**src/common/rsf_pkg.sv**
```systemverilog
// Shared constants and types for the regulator sequencer and fault control
package rsf_pkg;
  localparam int NUM_OUT    = 6;   // Five bucks plus one boost
  localparam int NUM_BUCK   = 5;   // Bucks occupy channels 0..4
  localparam int BOOST_IDX  = 5;   // Boost channel index
  localparam int NUM_SLOTS  = 6;   // Power-up time slots
  localparam int SLOT_W     = 3;   // Slot code width, codes 6 and 7 mean no slot
  localparam int ILIM_W     = 4;   // Buck current-limit code width
  localparam int VCODE_W    = 6;   // Boost voltage code width
  localparam int DWELL_W    = 11;  // Ramp dwell in microseconds
  localparam int DWELL_CW   = 18;  // Dwell counter width in clock cycles
  localparam int SPACE_W    = 3;   // Slot spacing code width
  localparam int RDEL_W     = 5;   // Reset release delay code width
  localparam int CNT_W      = 32;  // Width of the long timers

  // Clock rates
  localparam int CLK_MHZ    = 100;
  localparam int CLK_HZ     = 100_000_000;
  localparam int MCLK_HZ    = 2_000_000;
  localparam int MCLK_DIV   = CLK_HZ / MCLK_HZ;

  // Times in their own units
  localparam int BOOST_T1_US    = 367;
  localparam int INIT_US        = 1500;
  localparam int SLOT_STEP_MS   = 1;
  localparam int RDEL_STEP_MS   = 5;
  localparam int LP_DEGLITCH_US = 100;
  localparam int PG_DEGLITCH_US = 50;

  // Derived cycle counts
  localparam int US_CYC          = CLK_MHZ;
  localparam int BOOST_T1_CYC    = BOOST_T1_US * CLK_MHZ;
  localparam int INIT_CYC        = INIT_US * CLK_MHZ;
  localparam int SLOT_STEP_CYC   = SLOT_STEP_MS * 1000 * CLK_MHZ;
  localparam int RDEL_STEP_CYC   = RDEL_STEP_MS * 1000 * CLK_MHZ;
  localparam int LP_DEGLITCH_CYC = LP_DEGLITCH_US * CLK_MHZ;
  localparam int PG_DEGLITCH_CYC = PG_DEGLITCH_US * CLK_MHZ;

  // Consecutive limited-cycle counts that trip a fault
  localparam logic [2:0] BUCK_OC_LAST  = 3'h7;  // Trip on the cycle after seven
  localparam logic [2:0] BOOST_OC_LAST = 3'h4;  // Trip on the fifth cycle
  localparam logic [2:0] DISC_OC_LAST  = 3'h3;  // Trip on the fourth master tick
  localparam logic [VCODE_W-1:0] VCODE_MIN  = 6'h00;  // 1.4 V start of the boost ramp
  localparam logic [VCODE_W-1:0] VCODE_STEP = 6'h01;  // One 200 mV step

  // Start-up sequencer states
  typedef enum logic [2:0] {SQ_IDLE, SQ_INIT, SQ_SLOT, SQ_WAIT, SQ_GAP, SQ_DONE, SQ_HALT}
    rsf_seq_t;
endpackage

```
**src/core/rsf_top.sv**
```systemverilog
// Regulator start-up sequencer, boost stepping, fault latching and good output
`timescale 1ns/1ps
// Function
// - Boost waits 367 us then ramps up
// - Boost target steps 200 mV per dwell
// - Ignore bit blanks boost good while ramping
// - Buck current limit from 4-bit code
// - Buck over seven limited cycles latches off
// - Overcurrent during start-up halts the sequence
// - Boost five limited cycles asserts held fault
// - Disconnect limit four ticks latches boost off
// - Global good rises after sequence, all good
// - Global good falls on dip, heat, supply, disable
// - Ignore bit masks that output's good fault
// - All ignored: good follows first rising output
// - Slot gap timer starts when slot good
// - Wait 1.5 ms init before first regulator
// - Six slots, any regulator in any slot
// - Slot gap 0 to 7 ms, 1 ms steps
// - Global enable starts the start-up sequence
// - Reset falls at once, rises after delay
// - Standby settings lower or switch off outputs
// - Standby by control bit or standby pin
// - Discharge disabled output only when selected
// - Pin rise exits standby after 100 us
// - Global good falling edge deglitched 50 us
module rsf_top #(
  parameter int BOOST_T1_CYC_P    = rsf_pkg::BOOST_T1_CYC,    // Boost start delay
  parameter int INIT_CYC_P        = rsf_pkg::INIT_CYC,        // Start-up initialisation
  parameter int SLOT_STEP_CYC_P   = rsf_pkg::SLOT_STEP_CYC,   // One slot spacing step
  parameter int RDEL_STEP_CYC_P   = rsf_pkg::RDEL_STEP_CYC,   // One reset delay step
  parameter int LP_DEGLITCH_CYC_P = rsf_pkg::LP_DEGLITCH_CYC, // Standby pin deglitch
  parameter int PG_DEGLITCH_CYC_P = rsf_pkg::PG_DEGLITCH_CYC  // Good output deglitch
) (
  input  wire logic                                       clk,
  input  wire logic                                       rst_n,
  input  wire logic                                       en_pin,
  input  wire logic                                       supply_above_low,
  input  wire logic                                       supply_above_high,
  input  wire logic                                       thermal_fault,
  input  wire logic                                       low_power_pin,
  input  wire logic                                       low_power_control_reg,
  input  wire logic [rsf_pkg::NUM_OUT-1:0]                reg_enable,
  input  wire logic [rsf_pkg::NUM_OUT-1:0]                fault_clear,
  input  wire logic [rsf_pkg::NUM_OUT-1:0]                good_ignore_bit,
  input  wire logic [rsf_pkg::NUM_OUT-1:0]                discharge_select,
  input  wire logic [rsf_pkg::NUM_OUT-1:0]                standby_off,
  input  wire logic [rsf_pkg::NUM_OUT*rsf_pkg::SLOT_W-1:0] slot_assign,
  input  wire logic [rsf_pkg::SPACE_W-1:0]                slot_spacing_delay,
  input  wire logic [rsf_pkg::RDEL_W-1:0]                 reset_release_delay,
  input  wire logic [rsf_pkg::VCODE_W-1:0]                boost_normal_code,
  input  wire logic [rsf_pkg::VCODE_W-1:0]                boost_standby_code,
  input  wire logic [rsf_pkg::DWELL_W-1:0]                ramp_dwell_us,
  input  wire logic [rsf_pkg::NUM_BUCK*rsf_pkg::ILIM_W-1:0] buck_ilim_code,
  input  wire logic [rsf_pkg::NUM_OUT-1:0]                out_above_good,
  input  wire logic [rsf_pkg::NUM_BUCK-1:0]               buck_ilimit,
  input  wire logic [rsf_pkg::NUM_BUCK-1:0]               buck_sw_cycle,
  input  wire logic                                       boost_ilimit,
  input  wire logic                                       boost_sw_cycle,
  input  wire logic                                       disc_ilimit,
  output logic      [rsf_pkg::NUM_OUT-1:0]                reg_on,
  output logic      [rsf_pkg::NUM_OUT-1:0]                discharge_on,
  output logic      [rsf_pkg::NUM_OUT-1:0]                output_good_flag,
  output logic      [rsf_pkg::NUM_OUT-1:0]                oc_fault,
  output logic      [rsf_pkg::NUM_BUCK*rsf_pkg::ILIM_W-1:0] buck_ilim_thr,
  output logic      [rsf_pkg::VCODE_W-1:0]                boost_code,
  output logic                                            boost_ramping,
  output logic                                            boost_duty_cut,
  output logic                                            boost_fault,
  output logic                                            disc_switch_on,
  output logic                                            global_output_good,
  output logic                                            reset_out,
  output logic                                            low_power_mode,
  output logic                                            seq_done,
  output logic                                            seq_halted
);
  import rsf_pkg::*;

  // Refuse counts the timers cannot serve
  if (BOOST_T1_CYC_P < 1 || INIT_CYC_P < 1 || SLOT_STEP_CYC_P < 1 || RDEL_STEP_CYC_P < 1 ||
      LP_DEGLITCH_CYC_P < 1 || PG_DEGLITCH_CYC_P < 1) begin : g_chk
    $error("rsf_top: cycle counts must be at least one");
  end

  logic             rst_meta;                // Reset synchroniser stages
  logic             rst_sync_n;
  logic [7:0]       mclk_cnt;                // Master clock divider
  logic             mclk_tick;               // 2 MHz enable pulse
  rsf_seq_t         seq_state;               // Start-up sequencer
  logic [2:0]       slot;                    // Current time slot
  logic [CNT_W-1:0] seq_tmr;                 // Init and slot gap timer
  logic             init_done;               // Initialisation wait served once
  logic [NUM_OUT-1:0] seq_en;                // Outputs released by the sequencer
  logic [NUM_OUT-1:0] in_slot;               // Outputs assigned to current slot
  logic [NUM_OUT-1:0] trip;                  // Overcurrent trip this cycle
  logic [NUM_OUT-1:0] next_reg_on;
  logic [NUM_OUT-1:0] ok;                    // Good or ignored, per output
  logic [2:0]       oc_cnt [NUM_OUT];        // Consecutive limited cycles
  logic [2:0]       bst_cnt;                 // Boost limited cycles
  logic             bst_hold;                // Held boost overload fault
  logic [CNT_W-1:0] t1_cnt;                  // Boost start delay counter
  logic             t1_done;
  logic [DWELL_CW-1:0] dwell_cnt;            // Boost step dwell counter
  logic [CNT_W-1:0] por_cnt;                 // Reset release counter
  logic [CNT_W-1:0] lp_cnt;                  // Standby pin deglitch counter
  logic             lp_prev;
  logic             pin_standby;
  logic [CNT_W-1:0] pg_cnt;                  // Good output low-time counter

  // Reset release through two flops; first stage feeds only the second
  always_ff @(posedge clk or negedge rst_n) begin
    if (!rst_n) begin
      rst_meta   <= 1'b0;
      rst_sync_n <= 1'b0;
    end else begin
      rst_meta   <= 1'b1;
      rst_sync_n <= rst_meta;
    end
  end

  // Master clock enable, one pulse per 2 MHz period
  wire mclk_wrap = (mclk_cnt == 8'(MCLK_DIV - 1));
  always_ff @(posedge clk or negedge rst_sync_n) begin
    if (!rst_sync_n) begin
      mclk_cnt  <= 8'h00;
      mclk_tick <= 1'b0;
    end else begin
      mclk_cnt  <= mclk_wrap ? 8'h00 : mclk_cnt + 8'h01;
      mclk_tick <= mclk_wrap;
    end
  end

  // Per-output slot match, enable gating, discharge and overcurrent latch
  for (genvar i = 0; i < NUM_OUT; i++) begin : g_out
    assign in_slot[i] = (slot_assign[i*SLOT_W +: SLOT_W] == slot);
    // Standby may switch an output off; a latched fault or heat keeps it off
    assign next_reg_on[i] = seq_en[i] & reg_enable[i] & ~oc_fault[i] & ~trip[i] & en_pin &
                            ~thermal_fault & supply_above_low &
                            ~(low_power_mode & standby_off[i]);
    assign ok[i] = good_ignore_bit[i] | output_good_flag[i];
    // Bucks count switching cycles, the boost channel counts master ticks
    wire samp = (i < NUM_BUCK) ? buck_sw_cycle[i % NUM_BUCK] : mclk_tick;
    wire lim  = (i < NUM_BUCK) ? buck_ilimit[i % NUM_BUCK] & reg_on[i] : disc_ilimit;
    wire [2:0] last = (i < NUM_BUCK) ? BUCK_OC_LAST : DISC_OC_LAST;
    assign trip[i] = samp & lim & (oc_cnt[i] == last);
    always_ff @(posedge clk or negedge rst_sync_n) begin
      if (!rst_sync_n) begin
        oc_cnt[i]           <= 3'h0;
        oc_fault[i]         <= 1'b0;
        output_good_flag[i] <= 1'b0;
        discharge_on[i]     <= 1'b0;
      end else begin
        if (samp) begin
          oc_cnt[i] <= (lim && !trip[i]) ? oc_cnt[i] + 3'h1 : 3'h0;
        end
        // Trip wins over a clear in the same cycle
        if (trip[i]) begin
          oc_fault[i] <= 1'b1;
        end else if (fault_clear[i]) begin
          oc_fault[i] <= 1'b0;
        end
        output_good_flag[i] <= next_reg_on[i] & out_above_good[i];
        discharge_on[i]     <= ~next_reg_on[i] & discharge_select[i];
      end
    end
  end

  // Registered copies of outputs that have no logic of their own
  always_ff @(posedge clk or negedge rst_sync_n) begin
    if (!rst_sync_n) begin
      reg_on         <= '0;
      buck_ilim_thr  <= '0;
      boost_duty_cut <= 1'b0;
      disc_switch_on <= 1'b0;
      boost_fault    <= 1'b0;
    end else begin
      reg_on         <= next_reg_on;
      buck_ilim_thr  <= buck_ilim_code;
      boost_duty_cut <= boost_ilimit & reg_on[BOOST_IDX];
      disc_switch_on <= next_reg_on[BOOST_IDX];
      boost_fault    <= bst_hold | oc_fault[BOOST_IDX] | trip[BOOST_IDX];
    end
  end

  // Boost overload count; the fault holds until the boost is powered off
  wire bst_trip = boost_sw_cycle & boost_ilimit & reg_on[BOOST_IDX] & (bst_cnt == BOOST_OC_LAST);
  always_ff @(posedge clk or negedge rst_sync_n) begin
    if (!rst_sync_n) begin
      bst_cnt  <= 3'h0;
      bst_hold <= 1'b0;
    end else if (!reg_on[BOOST_IDX]) begin
      bst_cnt  <= 3'h0;
      bst_hold <= 1'b0;
    end else begin
      if (boost_sw_cycle) begin
        bst_cnt <= (boost_ilimit && !bst_trip) ? bst_cnt + 3'h1 : 3'h0;
      end
      bst_hold <= bst_hold | bst_trip;
    end
  end

  // Boost soft start and stepped voltage control
  wire [VCODE_W-1:0]  bst_tgt   = low_power_mode ? boost_standby_code : boost_normal_code;
  wire [DWELL_CW-1:0] dwell_cyc = DWELL_CW'(ramp_dwell_us) * DWELL_CW'(US_CYC);
  wire dwell_end = (dwell_cnt + DWELL_CW'(1) >= dwell_cyc);
  always_ff @(posedge clk or negedge rst_sync_n) begin
    if (!rst_sync_n) begin
      t1_cnt        <= '0;
      t1_done       <= 1'b0;
      dwell_cnt     <= '0;
      boost_code    <= VCODE_MIN;
      boost_ramping <= 1'b0;
    end else if (!reg_on[BOOST_IDX]) begin
      t1_cnt        <= '0;
      t1_done       <= 1'b0;
      dwell_cnt     <= '0;
      boost_code    <= VCODE_MIN;
      boost_ramping <= 1'b0;
    end else if (!t1_done) begin
      t1_cnt        <= t1_cnt + 32'h1;
      t1_done       <= (t1_cnt >= 32'(BOOST_T1_CYC_P - 1));
      boost_ramping <= 1'b1;
    end else if (boost_code != bst_tgt) begin
      boost_ramping <= 1'b1;
      dwell_cnt     <= dwell_end ? '0 : dwell_cnt + DWELL_CW'(1);
      // One step per dwell, either direction
      if (dwell_end) begin
        boost_code <= (bst_tgt > boost_code) ? boost_code + VCODE_STEP
                                             : boost_code - VCODE_STEP;
      end
    end else begin
      dwell_cnt     <= '0;
      boost_ramping <= 1'b0;
    end
  end

  // Start-up sequencer over six slots
  wire slot_good = &(~in_slot | output_good_flag);
  wire any_trip  = |(trip | oc_fault);
  wire [CNT_W-1:0] gap_cyc = CNT_W'(slot_spacing_delay) * CNT_W'(SLOT_STEP_CYC_P);
  always_ff @(posedge clk or negedge rst_sync_n) begin
    if (!rst_sync_n) begin
      seq_state <= SQ_IDLE;
      slot      <= 3'h0;
      seq_tmr   <= '0;
      seq_en    <= '0;
      init_done <= 1'b0;
    end else if (!en_pin) begin
      seq_state <= SQ_IDLE;
      slot      <= 3'h0;
      seq_tmr   <= '0;
      seq_en    <= '0;
    end else begin
      case (seq_state)
        SQ_IDLE: begin
          // Enable high starts the sequence once the supply is up
          if (supply_above_low) begin
            seq_state <= init_done ? SQ_SLOT : SQ_INIT;
          end
        end
        SQ_INIT: begin
          seq_tmr <= seq_tmr + 32'h1;
          if (seq_tmr >= 32'(INIT_CYC_P - 1)) begin
            seq_state <= SQ_SLOT;
            seq_tmr   <= '0;
            init_done <= 1'b1;
          end
        end
        SQ_SLOT: begin
          seq_en    <= seq_en | in_slot;
          seq_state <= SQ_WAIT;
        end
        SQ_WAIT: begin
          if (any_trip) begin
            seq_state <= SQ_HALT;
          end else if (slot_good) begin
            seq_state <= (slot == 3'(NUM_SLOTS - 1)) ? SQ_DONE : SQ_GAP;
            seq_tmr   <= '0;
          end
        end
        SQ_GAP: begin
          seq_tmr <= seq_tmr + 32'h1;
          if (any_trip) begin
            seq_state <= SQ_HALT;
          end else if (seq_tmr >= gap_cyc) begin
            seq_state <= SQ_SLOT;
            slot      <= slot + 3'h1;
          end
        end
        SQ_DONE: seq_state <= SQ_DONE;
        SQ_HALT: seq_state <= SQ_HALT;
        default: seq_state <= SQ_IDLE;
      endcase
    end
  end

  // Global good: done sequence, every output good or ignored, deglitched fall
  wire all_ignore = &good_ignore_bit;
  wire pg_raw = (seq_state == SQ_DONE || (all_ignore && |reg_on)) && (&ok) &&
                !thermal_fault && supply_above_low;
  always_ff @(posedge clk or negedge rst_sync_n) begin
    if (!rst_sync_n) begin
      pg_cnt             <= '0;
      global_output_good <= 1'b0;
      seq_done           <= 1'b0;
      seq_halted         <= 1'b0;
    end else begin
      seq_done   <= (seq_state == SQ_DONE);
      seq_halted <= (seq_state == SQ_HALT);
      if (pg_raw) begin
        pg_cnt             <= '0;
        global_output_good <= 1'b1;
      end else begin
        pg_cnt <= pg_cnt + 32'h1;
        if (pg_cnt >= 32'(PG_DEGLITCH_CYC_P - 1)) begin
          global_output_good <= 1'b0;
        end
      end
    end
  end

  // Reset output: immediate fall, delayed rise above the upper threshold
  wire [CNT_W-1:0] rdel_cyc = (CNT_W'(reset_release_delay) + 32'h1) * CNT_W'(RDEL_STEP_CYC_P);
  always_ff @(posedge clk or negedge rst_sync_n) begin
    if (!rst_sync_n) begin
      por_cnt   <= '0;
      reset_out <= 1'b0;
    end else if (!supply_above_low) begin
      por_cnt   <= '0;
      reset_out <= 1'b0;
    end else if (supply_above_high && !reset_out) begin
      por_cnt <= por_cnt + 32'h1;
      if (por_cnt >= rdel_cyc - 32'h1) begin
        reset_out <= 1'b1;
      end
    end
  end

  // Standby entry by pin fall or control bit; pin rise exits after deglitch
  always_ff @(posedge clk or negedge rst_sync_n) begin
    if (!rst_sync_n) begin
      lp_prev        <= 1'b1;
      pin_standby    <= 1'b0;
      lp_cnt         <= '0;
      low_power_mode <= 1'b0;
    end else begin
      lp_prev        <= low_power_pin;
      low_power_mode <= low_power_control_reg | pin_standby;
      if (lp_prev && !low_power_pin) begin
        pin_standby <= 1'b1;
        lp_cnt      <= '0;
      end else if (!low_power_pin) begin
        lp_cnt <= '0;
      end else if (pin_standby) begin
        lp_cnt <= lp_cnt + 32'h1;
        if (lp_cnt >= 32'(LP_DEGLITCH_CYC_P - 1)) begin
          pin_standby <= 1'b0;
        end
      end
    end
  end
endmodule

```
**config.mk**
```make
export PLATFORM = sky130hd
export DESIGN_NAME = rsf_top
export DESIGN_NICKNAME = d
export VERILOG_FILES = /design/src/common/rsf_pkg.sv /design/src/core/rsf_top.sv
export SDC_FILE = /design/constraint.sdc
export NUM_CORES = 1
export LEC_CHECK = 0
export ABC_AREA = 1
export BUFFER_PORTS_ARGS = -buffer_cell sky130_fd_sc_hd__buf_2
export CORE_MARGIN = 2
export CORE_UTILIZATION = 55
export DETAILED_ROUTE_END_ITERATION = 8
export GPL_TIMING_DRIVEN = 0
export PLACE_DENSITY = 0.82
export SYNTH_ARGS = -nofsm -noshare
export SYNTH_HDL_FRONTEND = slang
export SYNTH_SLANG_ARGS = --single-unit
```
**constraint.sdc**
```tcl
create_clock -name clk -period 18.8 [get_ports clk]
set_input_delay 1.88 -clock clk [delete_from_list [all_inputs] [get_ports clk]]
set_output_delay 1.88 -clock clk [all_outputs]
set_load 0.05 [all_outputs]
```
; Word level (Yosys, flattened, before mapping)
; Index checks and enable logic that the tools add are counted.
[classes]
addsub = 19
mul = 3
div_mod_pow = 0
n_lt_le_gt_ge = 8
eq_ne = 41
n_shift = 0
n_mux = 76
n_bitwise = 120
reduce_logical = 44
[op_table]
columns = op, count
row1 = 2-to-1 mux 32 bit, 12
row2 = "adder 32 x 1 -> 32 bit, second input constant", 5
row3 = one-hot mux 32 bit (3 select lines), 1
row4 = bitwise AND 1 bit, 81
row5 = 2-to-1 mux 18 bit, 4
row6 = 2-to-1 mux 3 bit, 20
row7 = 2-to-1 mux 6 bit, 8
row8 = "greater-or-equal comparator 32 x 13 -> 1 bit, second input constant", 1
row9 = "greater-or-equal comparator 32 x 14 -> 1 bit, second input constant", 1
row10 = "greater-or-equal comparator 32 x 16 -> 1 bit, second input constant", 1
row11 = "greater-or-equal comparator 32 x 18 -> 1 bit, second input constant", 1
row12 = greater-or-equal comparator 32 x 20 -> 1 bit, 1
row13 = greater-or-equal comparator 32 bit, 1
row14 = "equality test 3 bit, second input constant", 10
row15 = 2-to-1 mux 1 bit, 28
row16 = "subtractor 25 x 1 -> 26 bit, second input constant", 1
row17 = inverter 1 bit, 25
row18 = "adder 3 x 1 -> 3 bit, second input constant", 8
row19 = one-hot mux 3 bit (7 select lines), 1
row20 = "multiplier 6 x 14 -> 20 bit, second input constant", 1
row21 = "adder 18 x 1 -> 18 bit, second input constant", 1
row22 = equality test 3 bit, 6
row23 = greater-or-equal comparator 18 bit, 1
row24 = bitwise OR 6 bit, 3
row25 = 31 further kinds, 89
[word_totals]
register_bits = 286
latchBits = 0
ram_bits = 0
mem_bits_ro = 0
input_bits = 126
out_inout_bits = 59
wordCells = 366
mem_count = 0

; Depth between registers and ports, before layout
; Gate-level depths: netlist of run 1.
[depth]
ltp_word = 11
mapped_depth = 32
ltp_nobuf = 32

; Least setup slack after synthesis of run 1
; OpenSTA, ideal clock, no wires.
[synth_timing]
path_type = in2reg
startpoint = input reset_release_delay[0] (netlist name)
endpoint = register reset_out
setup_ns = 0.066
t_arrival_ns = 6.638
required_ns = 18.734
setup_slack_ns = 12.096
cell_stages = 31
n_path_buf = 0
cell_sequence = ha_1 -> nand3_1 -> nand2_2 -> nand2_4 -> fa_1 -> inv_1 -> fa_1 -> inv_1 -> fa_1 -> inv_1 -> ha_1 -> nand2_1 -> nor2_1 -> nand2_1 -> nand3b_1 -> nand3_1 -> nand2_1 -> nor2_1 -> inv_1 -> nor2_2 -> nand2_1 -> ha_1 -> nand2_1 -> inv_1 -> nand3_1 -> nor4_1 -> and3_1 -> nand2_1 -> nand2_1 -> nand3_1 -> nand2_1
[synth_via]
elab_chain_len = 6
[synth_lines]
columns = item, line
row1 = "start, declared", rsf_top.sv:50  ; input wire logic [rsf_pkg::RDEL_W-1:0] reset_release_delay,
row2 = adder 5 x 1 -> 6 bit, rsf_top.sv:323  ; wire [CNT_W-1:0] rdel_cyc = (CNT_W'(reset_release_delay) + 32'h1) * CNT_W'(RDEL_STEP_CYC_P);
row3 = multiplier 6 x 14 -> 20 bit, rsf_top.sv:323
row4 = subtractor 25 x 1 -> 26 bit, rsf_top.sv:333  ; if (por_cnt >= rdel_cyc - 32'h1) begin
row5 = greater-or-equal comparator 32 bit, rsf_top.sv:333
row6 = != test 2 x 1 -> 1 bit (no line), n/a
row7 = AND reduction 2 bit (no line), n/a
row8 = "end signal, assigned", rsf_top.sv:327  ; reset_out <= 1'b0;
row9 = "end signal, assigned", rsf_top.sv:330  ; reset_out <= 1'b0;
row10 = "end signal, assigned", rsf_top.sv:334  ; reset_out <= 1'b1;
row11 = "end, declared", rsf_top.sv:72  ; output logic reset_out,
; No other way between the ends.
; A chain may end at the register's enable or synchronous reset.

; Final worst setup path of run 1
[layout_timing]
startpoint = input reset_release_delay[1] (netlist name)
endpoint = register reset_out
; Same word-level chain as after synthesis.

==> results of run 1 <==
-- registers in the layout, summed over array words and instances (netlist names), 3 cells and up --
name and cells:
dwell_cnt 18, bst_cnt 3, output_good_flag 6, reg_on 5
discharge_on 6, oc_fault 6, buck_ilim_thr 20, slot 3
boost_code 6, oc_cnt 18, lp_cnt 32, mclk_cnt 8
seq_tmr 32, seq_state 3, t1_cnt 32, pg_cnt 32
seq_en 6, por_cnt 32
-- synthesized netlist by cell type (10+ instances only) --
master	count	area [um2]
a211oi_1	11	82.58
a21oi_1	157	785.8
buf_2	10	50.05
clkbuf_1	26	97.59
dfrtp_1	284	7107
fa_1	16	320.3
ha_1	172	2152
inv_1	406	1524
nand2_1	404	1516
nand2_2	13	81.33
nand3_1	145	725.7
nand4_1	58	362.9
nor2_1	231	867.1
nor2_2	11	68.82
nor3_1	86	430.4
nor4_1	45	281.5
o21ai_0	156	780.8
o21ai_1	14	70.07
o22ai_1	15	93.84
xnor2_1	22	192.7
xor2_1	87	762.0
-- area by class of cell --
| type | count | area [um2] |
|---|---|---|
| Inverter | 413 | 1550 |
| Tap cell | 461 | 576.8 |
| Multi-Input combinational cell | 1783 | 10810 |
| Fill cell | 3040 | 13020 |
| Sequential cell | 285 | 7137 |
| Timing Repair Buffer | 189 | 1041 |
| Buffer | 42 | 186.4 |
| Clock buffer | 41 | 863.3 |
| Clock inverter | 17 | 212.7 |
-- how the worst max path moves through the flow --
| stage | cells past startpoint | startpoint | end |
|---|---|---|---|
| finish | 32 | reset_release_delay[1] | reset_out |
| global route | 32 | reset_release_delay[1] | reset_out |
| CTS | 32 | reset_release_delay[1] | reset_out |
| detailed placement | 32 | reset_release_delay[1] | reset_out |
| global placement | 0 | rst_sync_n | buck_ilim_thr[17] |
| floorplan | 0 | rst_sync_n | boost_code[0] |
-- power breakdown --
group	total (mW)	internal (mW)	switching (mW)
combinational	0.507	0.182	0.325
clock	0.642	0.380	0.263
sequential	0.689	0.646	0.0434
total	1.84	1.21	0.631
-- routing by layer --
metal	GRT usage, %	vias to the layer above	wire length (um)
met5	0	-	43
met4	9.703	6	1788
met3	4.308	108	2868
met2	47.45	497	24140
met1	34.19	8475	21480
li1	-	8849	-
-- cell families after synthesis --
group	share of synthesized area, %
AOI/OAI and AO/OA	11.81
xor gates and xnor gates	4.851
adders and majority gates	12.56
buffers and inverters	8.824
DFF	36.24
muxes	0.3878
other	0.03816
and+or+nand+nor	25.28
-- placed cells by master (no fill, tap or decap), drive strengths merged, types with 9 or more instances in the layout --
master,Yosys,final
nand2,426,426
inv,412,415
dfrtp,284,284
nor2,250,250
buf,15,203
ha,172,172
o21ai,172,172
a21oi,157,157
nand3,152,152
nor3,91,91
xor2,87,87
clkbuf,27,68
nand4,59,59
nor4,48,48
xnor2,22,22
fa,16,16
o22ai,15,15
a211oi,11,11
o21a,9,9
o32ai,9,9
clkinv,1,9
-- metrics by stage --
step                      hold slack, ns  setup slack [ns]  power, mW  area (um2)
final                             0.3443             11.60      1.838       22380
after global routing              0.3506             11.06      1.955       22380
after CTS                         0.3545             11.59      1.846       22380
after detailed placement          0.3373             10.98      1.199       21310
after global placement            0.3355             7.115      1.175       21170
after floorplan                   0.3312             10.27      1.068       19680
==> qor.txt, run 1 <==
worst-path fanout max: 7
worst skew pair latency: 0.59 ns
Finished Layout Cells: 3231
Tot GR Track Use: 27.20%
CTS Buffer Depth: 3
post-synth net total: 2837
Max Cap Viol: 0
Routed Antenna Nets: 0
PostCTS Resize Cnt: 0
skew final: 0.01994 ns
RSZ-0062 raised after global routing: false
final setup vio count: 0
final core occ: 63.23%
f_max: 139.0 MHz
largest net degree at the start of global routing: 68
vias: 17.94k
Final Hold Fails: 0
Die Height: 193.2 um
kind of cell adding the most delay to the critical path: adder cells
FP Rows: 69
Num CTS Buffers: 31
worst slew pin tran: 1.157 ns
syn_area_per_cell: 7.801 um2
first-pass detailed-route iteration total: 5
clock slew at reported path FFs: 0.06 ns
Top Ports: 185
Post-synth ARST share: 100.0%
setup TNS: 0 ns
# port buffers: 183
CP dominant cell by count: nand2_1
cell count of the worst reg-to-reg path: 20
Netlist cell types: 67
Ys Warns: 0
dpl cells: 3173
run status: finished clean
Routed WL per cell: 15.58 um
Worst Setup Start Kind: input port
most common flop cell mapped by yosys: dfrtp_1
post-CTS setup buffers: 0
antenna violations before repair: 3
Pins Over Slew Limit: 0
Setup CP Type: in2reg
Final GP Congestion: 0.9616
HP Class: reg2async
minimum clock period: 7.196 ns
Core Box Area: 0.03540 mm2
Die ar.: 0.03731 mm2
first-pass GRT wire length: 82660 um
RR Startpoint: dwell_cnt[1]
CTS sink cnt: 285
hpwl dp: 39980 um
CTS Hold Bufs: 0
Critical R2R Capture: boost_code[2]
LEAKAGE: 10.89 nW
GRT overflow: 0
fin nets: 3059
Worst VDD drop: 0.00007355 V
clk root buf: clkbuf_16
DRC viols: 0
n_diodes: 0
crit end category: register
r2r setup slk: 14.85 ns
post-synthesis cell area: 0.01968 mm2
Avg Vias per Cell: 5.551
initial drt markers: 982
CTS tree: done
die width: 193.2 um
Initial Util: 55.60%
number of global-route vias before repair: 17.47k
share of cells above drive strength 1: 12.24%
Cell Pwr Density: 82.14 mW/mm2
Crit path buffers/inverters: 6
Yosys reg bits: 285
H-tree Lvls: 1
Worst Path Required: 19.32 ns
Post-Syn Instances: 2523
Max stage delay on crit path: 0.56 ns
Routed Wire Length: 50330 um
Slowest-stage cell, CP: fa_1
final worst-path cycle share: 38.28%
Arrival @ worst endpoint: 7.71 ns
sequential area share after synthesis: 36.24%
max_slew headroom: 20.85%
EDFF count, synth: 0
Area Overhead vs Synth: 13.72%
(Power assumes the default switching activity.)
==> run 2, diff against run 1 <==
--- a/config.mk
+++ b/config.mk
@@ -5,13 +5,13 @@
 export SDC_FILE = /design/constraint.sdc
 export NUM_CORES = 1
 export LEC_CHECK = 0
-export ABC_AREA = 1
+export ABC_AREA = 0
 export BUFFER_PORTS_ARGS = -buffer_cell sky130_fd_sc_hd__buf_2
 export CORE_MARGIN = 2
 export CORE_UTILIZATION = 55
 export DETAILED_ROUTE_END_ITERATION = 8
 export GPL_TIMING_DRIVEN = 0
-export PLACE_DENSITY = 0.82
+export PLACE_DENSITY = 0.85
 export SYNTH_ARGS = -nofsm -noshare
 export SYNTH_HDL_FRONTEND = slang
 export SYNTH_SLANG_ARGS = --single-unit
==> constraint.sdc (replaced) <==
create_clock -name clk -period 6.5 [get_ports clk]
set_input_delay 0.65 -clock clk [delete_from_list [all_inputs] [get_ports clk]]
set_output_delay 0.65 -clock clk [all_outputs]
set_load 0.05 [all_outputs]
==> qor.txt, run 2 <==
worst skew pair latency: 0.56 ns (-0.03 ns)
post-synth top area share: 38.12% (+2.0 points)
Die ar.: 0.03539 mm2 (-5.2%)
number of global-route vias before repair: 15.61k (-11%)
first-pass detailed-route iteration total: 5 (unchanged)
n_diodes: 0 (unchanged)
sequential area share after synthesis: 38.26% (+2.0 points)
Die Height: 188.1 um (-2.6%)
skew final: 0.01007 ns (-0.009865 ns)
fillcell total: 2599 (-15%)
CP Launch Point: reset_release_delay[0]
Yosys reg bits: 285 (unchanged)
r2r setup slk: 1.98 ns (-12.87 ns)
die width: 188.1 um (-2.6%)
Slowest-stage cell, CP: fa_1
Core Box Area: 0.03345 mm2 (-5.5%)
H-tree Lvls: 1 (unchanged)
antenna violations before repair: 2 (-1)
Seq. cell area: 0.007137 mm2 (unchanged)
crit end category: register
HP Class: in2reg
highest-count cells in the layout ignoring fill and taps: dfrtp_1, buf_2, ha_1
Arrival @ worst endpoint: 6.60 ns (-1.11 ns)
dpl cells: 2607 (-18%)
Post-synth ARST share: 100.0% (unchanged)
Overall Power: 4.909 mW (+170%)
GRT overflow: 0 (unchanged)
cells taking the most area after synthesis: dfrtp_1, ha_1, xnor2_1
final worst slack: 0.3761 ns (-11.23 ns)
CTS tree: done
Pins Over Slew Limit: 0 (unchanged)
Crit path buffers/inverters: 7 (+1)
CTS Buffer Depth: 3 (unchanged)
Routed Antenna Nets: 0 (unchanged)
worst-path fanout max: 10 (+3)
Post-Syn Instances: 1971 (-22%)
f_max: 163.3 MHz
Final Hold Fails: 0 (unchanged)
final setup vio count: 0 (unchanged)
most common flop cell mapped by yosys: dfrtp_1
Final GP Congestion: 0.8812 (-8.4%)
minimum clock period: 6.124 ns
Worst Setup Start Kind: input port
hpwl dp: 32040 um (-20%)
post-synth net total: 2285 (-19%)
# port buffers: 182 (-0.55%)
DRC viols: 0 (unchanged)
worst slew pin tran: 1.260 ns (+0.1032 ns)
share of cells above drive strength 1: 13.98% (+1.7 points)
worst setup path end: reset_out
LEAKAGE: 10.23 nW (-6.1%)
run status: finished clean
Netlist cell types: 87 (+30%)
commonest non-fill, non-tap cell in the layout: dfrtp_1
Num CTS Buffers: 31 (unchanged)
Routed Wire Length: 42650 um (-15%)
Critical R2R Capture: dwell_cnt[14]
Commonest cells post-synth: dfrtp_1, ha_1, xnor2_1, nand2_1
cell count of the worst reg-to-reg path: 12 (-40%)
Top Ports: 185 (unchanged)
Ys Warns: 0 (unchanged)
initial drt markers: 877 (-11%)
largest net degree at the start of global routing: 69 (+1.5%)
clock slew at reported path FFs: 0.06 ns (about the same)
Avg Vias per Cell: 5.709 (+2.8%)
final worst-path cycle share: 94.21%
Place WS: -0.9667 ns (-11.95 ns)
Cell Pwr Density: 229.8 mW/mm2 (+180%)
Tot GR Track Use: 24.31% (-2.9 points)
area used by multi-input combinational logic: 0.01082 mm2 (about the same)
max_slew headroom: 14.78% (-6.1 points)
Setup CP Type: in2reg
Max stage delay on crit path: 0.53 ns (-0.03 ns)
post-synthesis cell area: 0.01864 mm2 (-5.3%)
EDFF count, synth: 0 (unchanged)
Worst VDD drop: 0.0002230 V (+200%)
Worst Path Required: 6.98 ns (-12.34 ns)
count leader, synth: dfrtp_1
Routed WL per cell: 16.00 um (+2.7%)
Finished Layout Cells: 2666 (-17%)
syn_area_per_cell: 9.459 um2 (+21%)
vias: 15.22k (-15%)
area leader, netlist: dfrtp_1
RR Startpoint: low_power_mode
clk root buf: clkbuf_16
first-pass GRT wire length: 72810 um (-12%)
Stages on worst setup path: 27 (-16%)
Initial Util: 55.74% (+0.14 points)
RSZ-0062 raised after global routing: false
WHS: 0.1913 ns (-0.1529 ns)
CTS sink cnt: 285 (unchanged)
fin nets: 2510 (-18%)
FP Rows: 67 (-2.9%)
CP dominant cell by count: inv_1
Max Cap Viol: 0 (unchanged)
Area Overhead vs Synth: 14.57%
kind of cell adding the most delay to the critical path: adder cells
-- run 2: cell count changes after synthesis, sizes merged, moves of 25 or more --
cell	change
and2	+96
nand2	-281
o21ai	-94
inv	-271
nor3	-62
xnor2	+134
nand3	-71
a21oi	-107
nor2b	+35
and3	+25
nor2	-107
-- run 2: cell families (layout without fill, tap and decap cells) --
family	count (synthesis)	after routing	share of synthesized area (%)
AO/OA/AOI/OAI	291	291	10.73
other	2	2	0.04028
XOR/XNOR	221	221	10.38
multiplexers	20	20	1.134
adder cells (fa/ha/maj)	188	188	13.26
buffers and inverters	194	441	4.107
AND/OR/NAND/NOR	770	770	22.09
flip-flops	285	285	38.26
-- run 2: through the flow --
step                      cell area (um2)  util (%)  setup TNS (ns)
after floorplan                     18650         -               0
after global placement              20120     60.14         -0.7710
after detailed placement            20250     60.53         -0.9667
after CTS                           21290     63.64               0
after global routing                21360     63.86               0
final                               21360     63.86               0
-- run 2: final cells by class --
cell class                      count  share of cell area [%]
Clock inverter                     11                  0.5272
Multi-Input combinational cell   1492                   50.66
Inverter                          141                   2.478
Timing Repair Buffer              194                   5.078
Buffer                             51                   1.084
Clock buffer                       44                   4.141
Tap cell                          448                   2.624
Sequential cell                   285                   33.41
-- run 2: routing by layer --
metal / track usage, % / vias to the layer above / part of all wire [%]
met4: 5.663 / 4 / 1.8
met3: 3.500 / 71 / 4.9
met1: 31.10 / 7409 / 43
met5: 0 / - / 0.070
li1: - / 7312 / -
met2: 43.43 / 423 / 50
-- run 2: worst min-delay path by stage --
stage | start | endpoint | cells past startpoint
2_1_floorplan | rst_meta | rst_sync_n | 0
3_3_place_gp | rst_meta | rst_sync_n | 0
3_5_place_dp | rst_meta | rst_sync_n | 0
4_1_cts | buck_ilim_code[11] | buck_ilim_thr[11] | 1
5_1_grt | buck_ilim_code[7] | buck_ilim_thr[7] | 1
6_report | buck_ilim_code[11] | buck_ilim_thr[11] | 1
-- run 2: repair_timing --
action                                  4_1_cts  5_1_grt
endpoints found under the setup margin        1        1
cloned                                        0        0
hold endpoints to repair                      2        0
gates resized for setup                       6        8
pin swaps                                     0        4
buffers inserted                              0        5
hold buffers                                  1        0
-- run 2: power breakdown --
part	switching [mW]	internal (mW)	leakage, nW
combinational	0.764	0.558	5.89
clock	0.724	0.990	0.484
sequential	0.0496	1.82	3.85
==> run 3, diff against run 2 <==
--- a/config.mk
+++ b/config.mk
@@ -7,11 +7,11 @@
 export LEC_CHECK = 0
 export ABC_AREA = 0
 export BUFFER_PORTS_ARGS = -buffer_cell sky130_fd_sc_hd__buf_2
-export CORE_MARGIN = 2
-export CORE_UTILIZATION = 55
+export CORE_MARGIN = 4
+export CORE_UTILIZATION = 25
 export DETAILED_ROUTE_END_ITERATION = 8
 export GPL_TIMING_DRIVEN = 0
-export PLACE_DENSITY = 0.85
+export PLACE_DENSITY = 0.49
 export SYNTH_ARGS = -nofsm -noshare
 export SYNTH_HDL_FRONTEND = slang
 export SYNTH_SLANG_ARGS = --single-unit
==> qor.txt, run 3 (synthesized netlist as in run 2, its figures left out) <==
run status: finished clean
Initial Util: 25.38% (-30 points)
HP Class: in2reg
Routed Wire Length: 49260 um (+15%)
fillcell total: 7677 (+200%)
r2r setup slk: 1.85 ns (-0.13 ns)
worst setup path end: reset_out
first-pass detailed-route iteration total: 5 (unchanged)
f_max: 165.6 MHz (+1.4%)
Worst Path Required: 6.93 ns (-0.05 ns)
worst-path fanout max: 9 (-1)
Worst Setup Start Kind: input port
Final GP Congestion: 0.7985 (-9.4%)
cell count of the worst reg-to-reg path: 12 (unchanged)
final worst slack: 0.4619 ns (+0.08583 ns)
Num CTS Buffers: 40 (+29%)
share of cells above drive strength 1: 14.83% (+0.86 points)
LEAKAGE: 10.45 nW (+2.2%)
clock slew at reported path FFs: 0.06 ns (about the same)
Pins Over Slew Limit: 0 (unchanged)
max_slew headroom: 21.58% (+6.8 points)
crit end category: register
Arrival @ worst endpoint: 6.47 ns (-0.13 ns)
worst skew pair latency: 0.57 ns (about the same)
Routed WL per cell: 15.40 um (-3.7%)
Top Ports: 185 (unchanged)
Routed Antenna Nets: 0 (unchanged)
FP Rows: 99 (+48%)
final setup vio count: 0 (unchanged)
first-pass GRT wire length: 80370 um (+10%)
final worst-path cycle share: 92.89% (-1.3 points)
CTS sink cnt: 285 (unchanged)
Tot GR Track Use: 12.41% (-12 points)
RSZ-0062 raised after global routing: false
# port buffers: 182 (unchanged)
Setup CP Type: in2reg
Final Hold Fails: 0 (unchanged)
Critical R2R Capture: dwell_cnt[14]
RR Startpoint: low_power_mode
antenna violations before repair: 12 (+10)
worst slew pin tran: 1.160 ns (-0.1006 ns)
CTS tree: done
commonest non-fill, non-tap cell in the layout: dfrtp_1
minimum clock period: 6.038 ns (-0.08583 ns)
initial drt markers: 724 (-17%)
Cell Pwr Density: 248.6 mW/mm2 (+8.2%)
highest-count cells in the layout ignoring fill and taps: dfrtp_1, buf_2, ha_1
HP Start: buck_ilim_code[18]
Worst VDD drop: 0.0001906 V (-15%)
Core Box Area: 0.07345 mm2 (+120%)
clk root buf: clkbuf_16
CP Launch Point: reset_release_delay[1]
fin nets: 2520 (+0.40%)
CTS Buffer Depth: 3 (unchanged)
DRC viols: 0 (unchanged)
Die ar.: 0.07901 mm2 (+120%)
number of global-route vias before repair: 15.30k (-2.0%)
GRT overflow: 0 (unchanged)
skew final: 0.02885 ns (+0.01878 ns)
final instance area: 0.02249 mm2 (+5.3%)
largest net degree at the start of global routing: 61 (-12%)
die width: 281.1 um (+49%)
Die Height: 281.1 um (+49%)
Avg Vias per Cell: 4.649 (-19%)
hpwl dp: 37750 um (+18%)
dpl cell area: 0.02091 mm2 (+3.3%)
Max Cap Viol: 0 (unchanged)
vias: 14.87k (-2.3%)
WHS: 0.1944 ns (+0.003071 ns)
Place WS: -1.184 ns (-0.2177 ns)
final core occ: 30.62% (-33 points)
Area Overhead vs Synth: 20.62%
H-tree Lvls: 2 (+1)
[run 3: layout make-up]
cell class | count | area, um2 | share of cell area, %
multi-input combinational | 1492 | 10840 | 48.20
sequential | 285 | 7137 | 31.73
tap | 959 | 1200 | 5.335
clock buffer | 55 | 1117 | 4.968
timing repair buffer | 195 | 1111 | 4.940
inverter | 141 | 529.3 | 2.353
clock inverter | 19 | 317.8 | 1.413
buffer | 51 | 232.7 | 1.035
antenna | 2 | 5.005 | 0.02225
[run 3: repair_timing]
action	CTS	global route
resized for setup	6	15
buffers inserted	0	6
hold endpoints to repair	2	0
hold buffers	1	0
pin swaps	0	5
endpoints found under the setup margin	1	1
[run 3: stage by stage]
step | TNS [ns] | total power [mW] | cells
after floorplan | 0 | 2.853 | 1971
after global placement | -125.34 | 3.140 | 3112
after detailed placement | -1.184 | 3.181 | 3118
after CTS | 0 | 5.644 | 3193
after global routing | 0 | 5.951 | 3197
final | 0 | 5.590 | 3199
[run 3: worst min path at each step]
stage | to | slack, ns | cells after the start
2_1_floorplan | rst_sync_n | 0.33 | 0
3_3_place_gp | rst_sync_n | 0.34 | 0
5_1_grt | buck_ilim_thr[17] | 0.15 | 1
4_1_cts | buck_ilim_thr[17] | 0.14 | 1
6_report | buck_ilim_thr[18] | 0.19 | 1
3_5_place_dp | buck_ilim_thr[15] | 0.34 | 0
[run 3: per-layer routing]
metal | global-route usage, % | part of all wire [%] | wire, um
met1 | 17.14 | 48 | 23560
met2 | 19.95 | 45 | 22180
met3 | 2.451 | 5.3 | 2625
met4 | 3.131 | 1.8 | 886
met5 | 0 | 0.026 | 13
[run 3: worst max-delay path: stages]
cell and delay (ns):
buf_2 0.17, ha_1 0.18, buf_6 0.17, and4_4 0.27
nor2_2 0.08, fa_1 0.54, inv_1 0.06, fa_1 0.54
inv_1 0.06, fa_1 0.52, inv_1 0.04, ha_2 0.33
nand2_1 0.12, nor2_1 0.06, a2111oi_2 0.37, o311ai_2 0.21
a21oi_2 0.17, or4b_4 0.55, ha_1 0.33, a21o_1 0.17
a21oi_1 0.14, o21ai_1 0.08, o21ai_0 0.17, a21oi_1 0.11
o21ai_0 0.18, a31o_2 0.13, a21oi_1 0.06
[run 3: report_power, final]
part	total [mW]	switching (mW)	internal, mW
clock network	2.37	0.878	1.49
registers	1.87	0.0492	1.83
logic	1.34	0.776	0.568
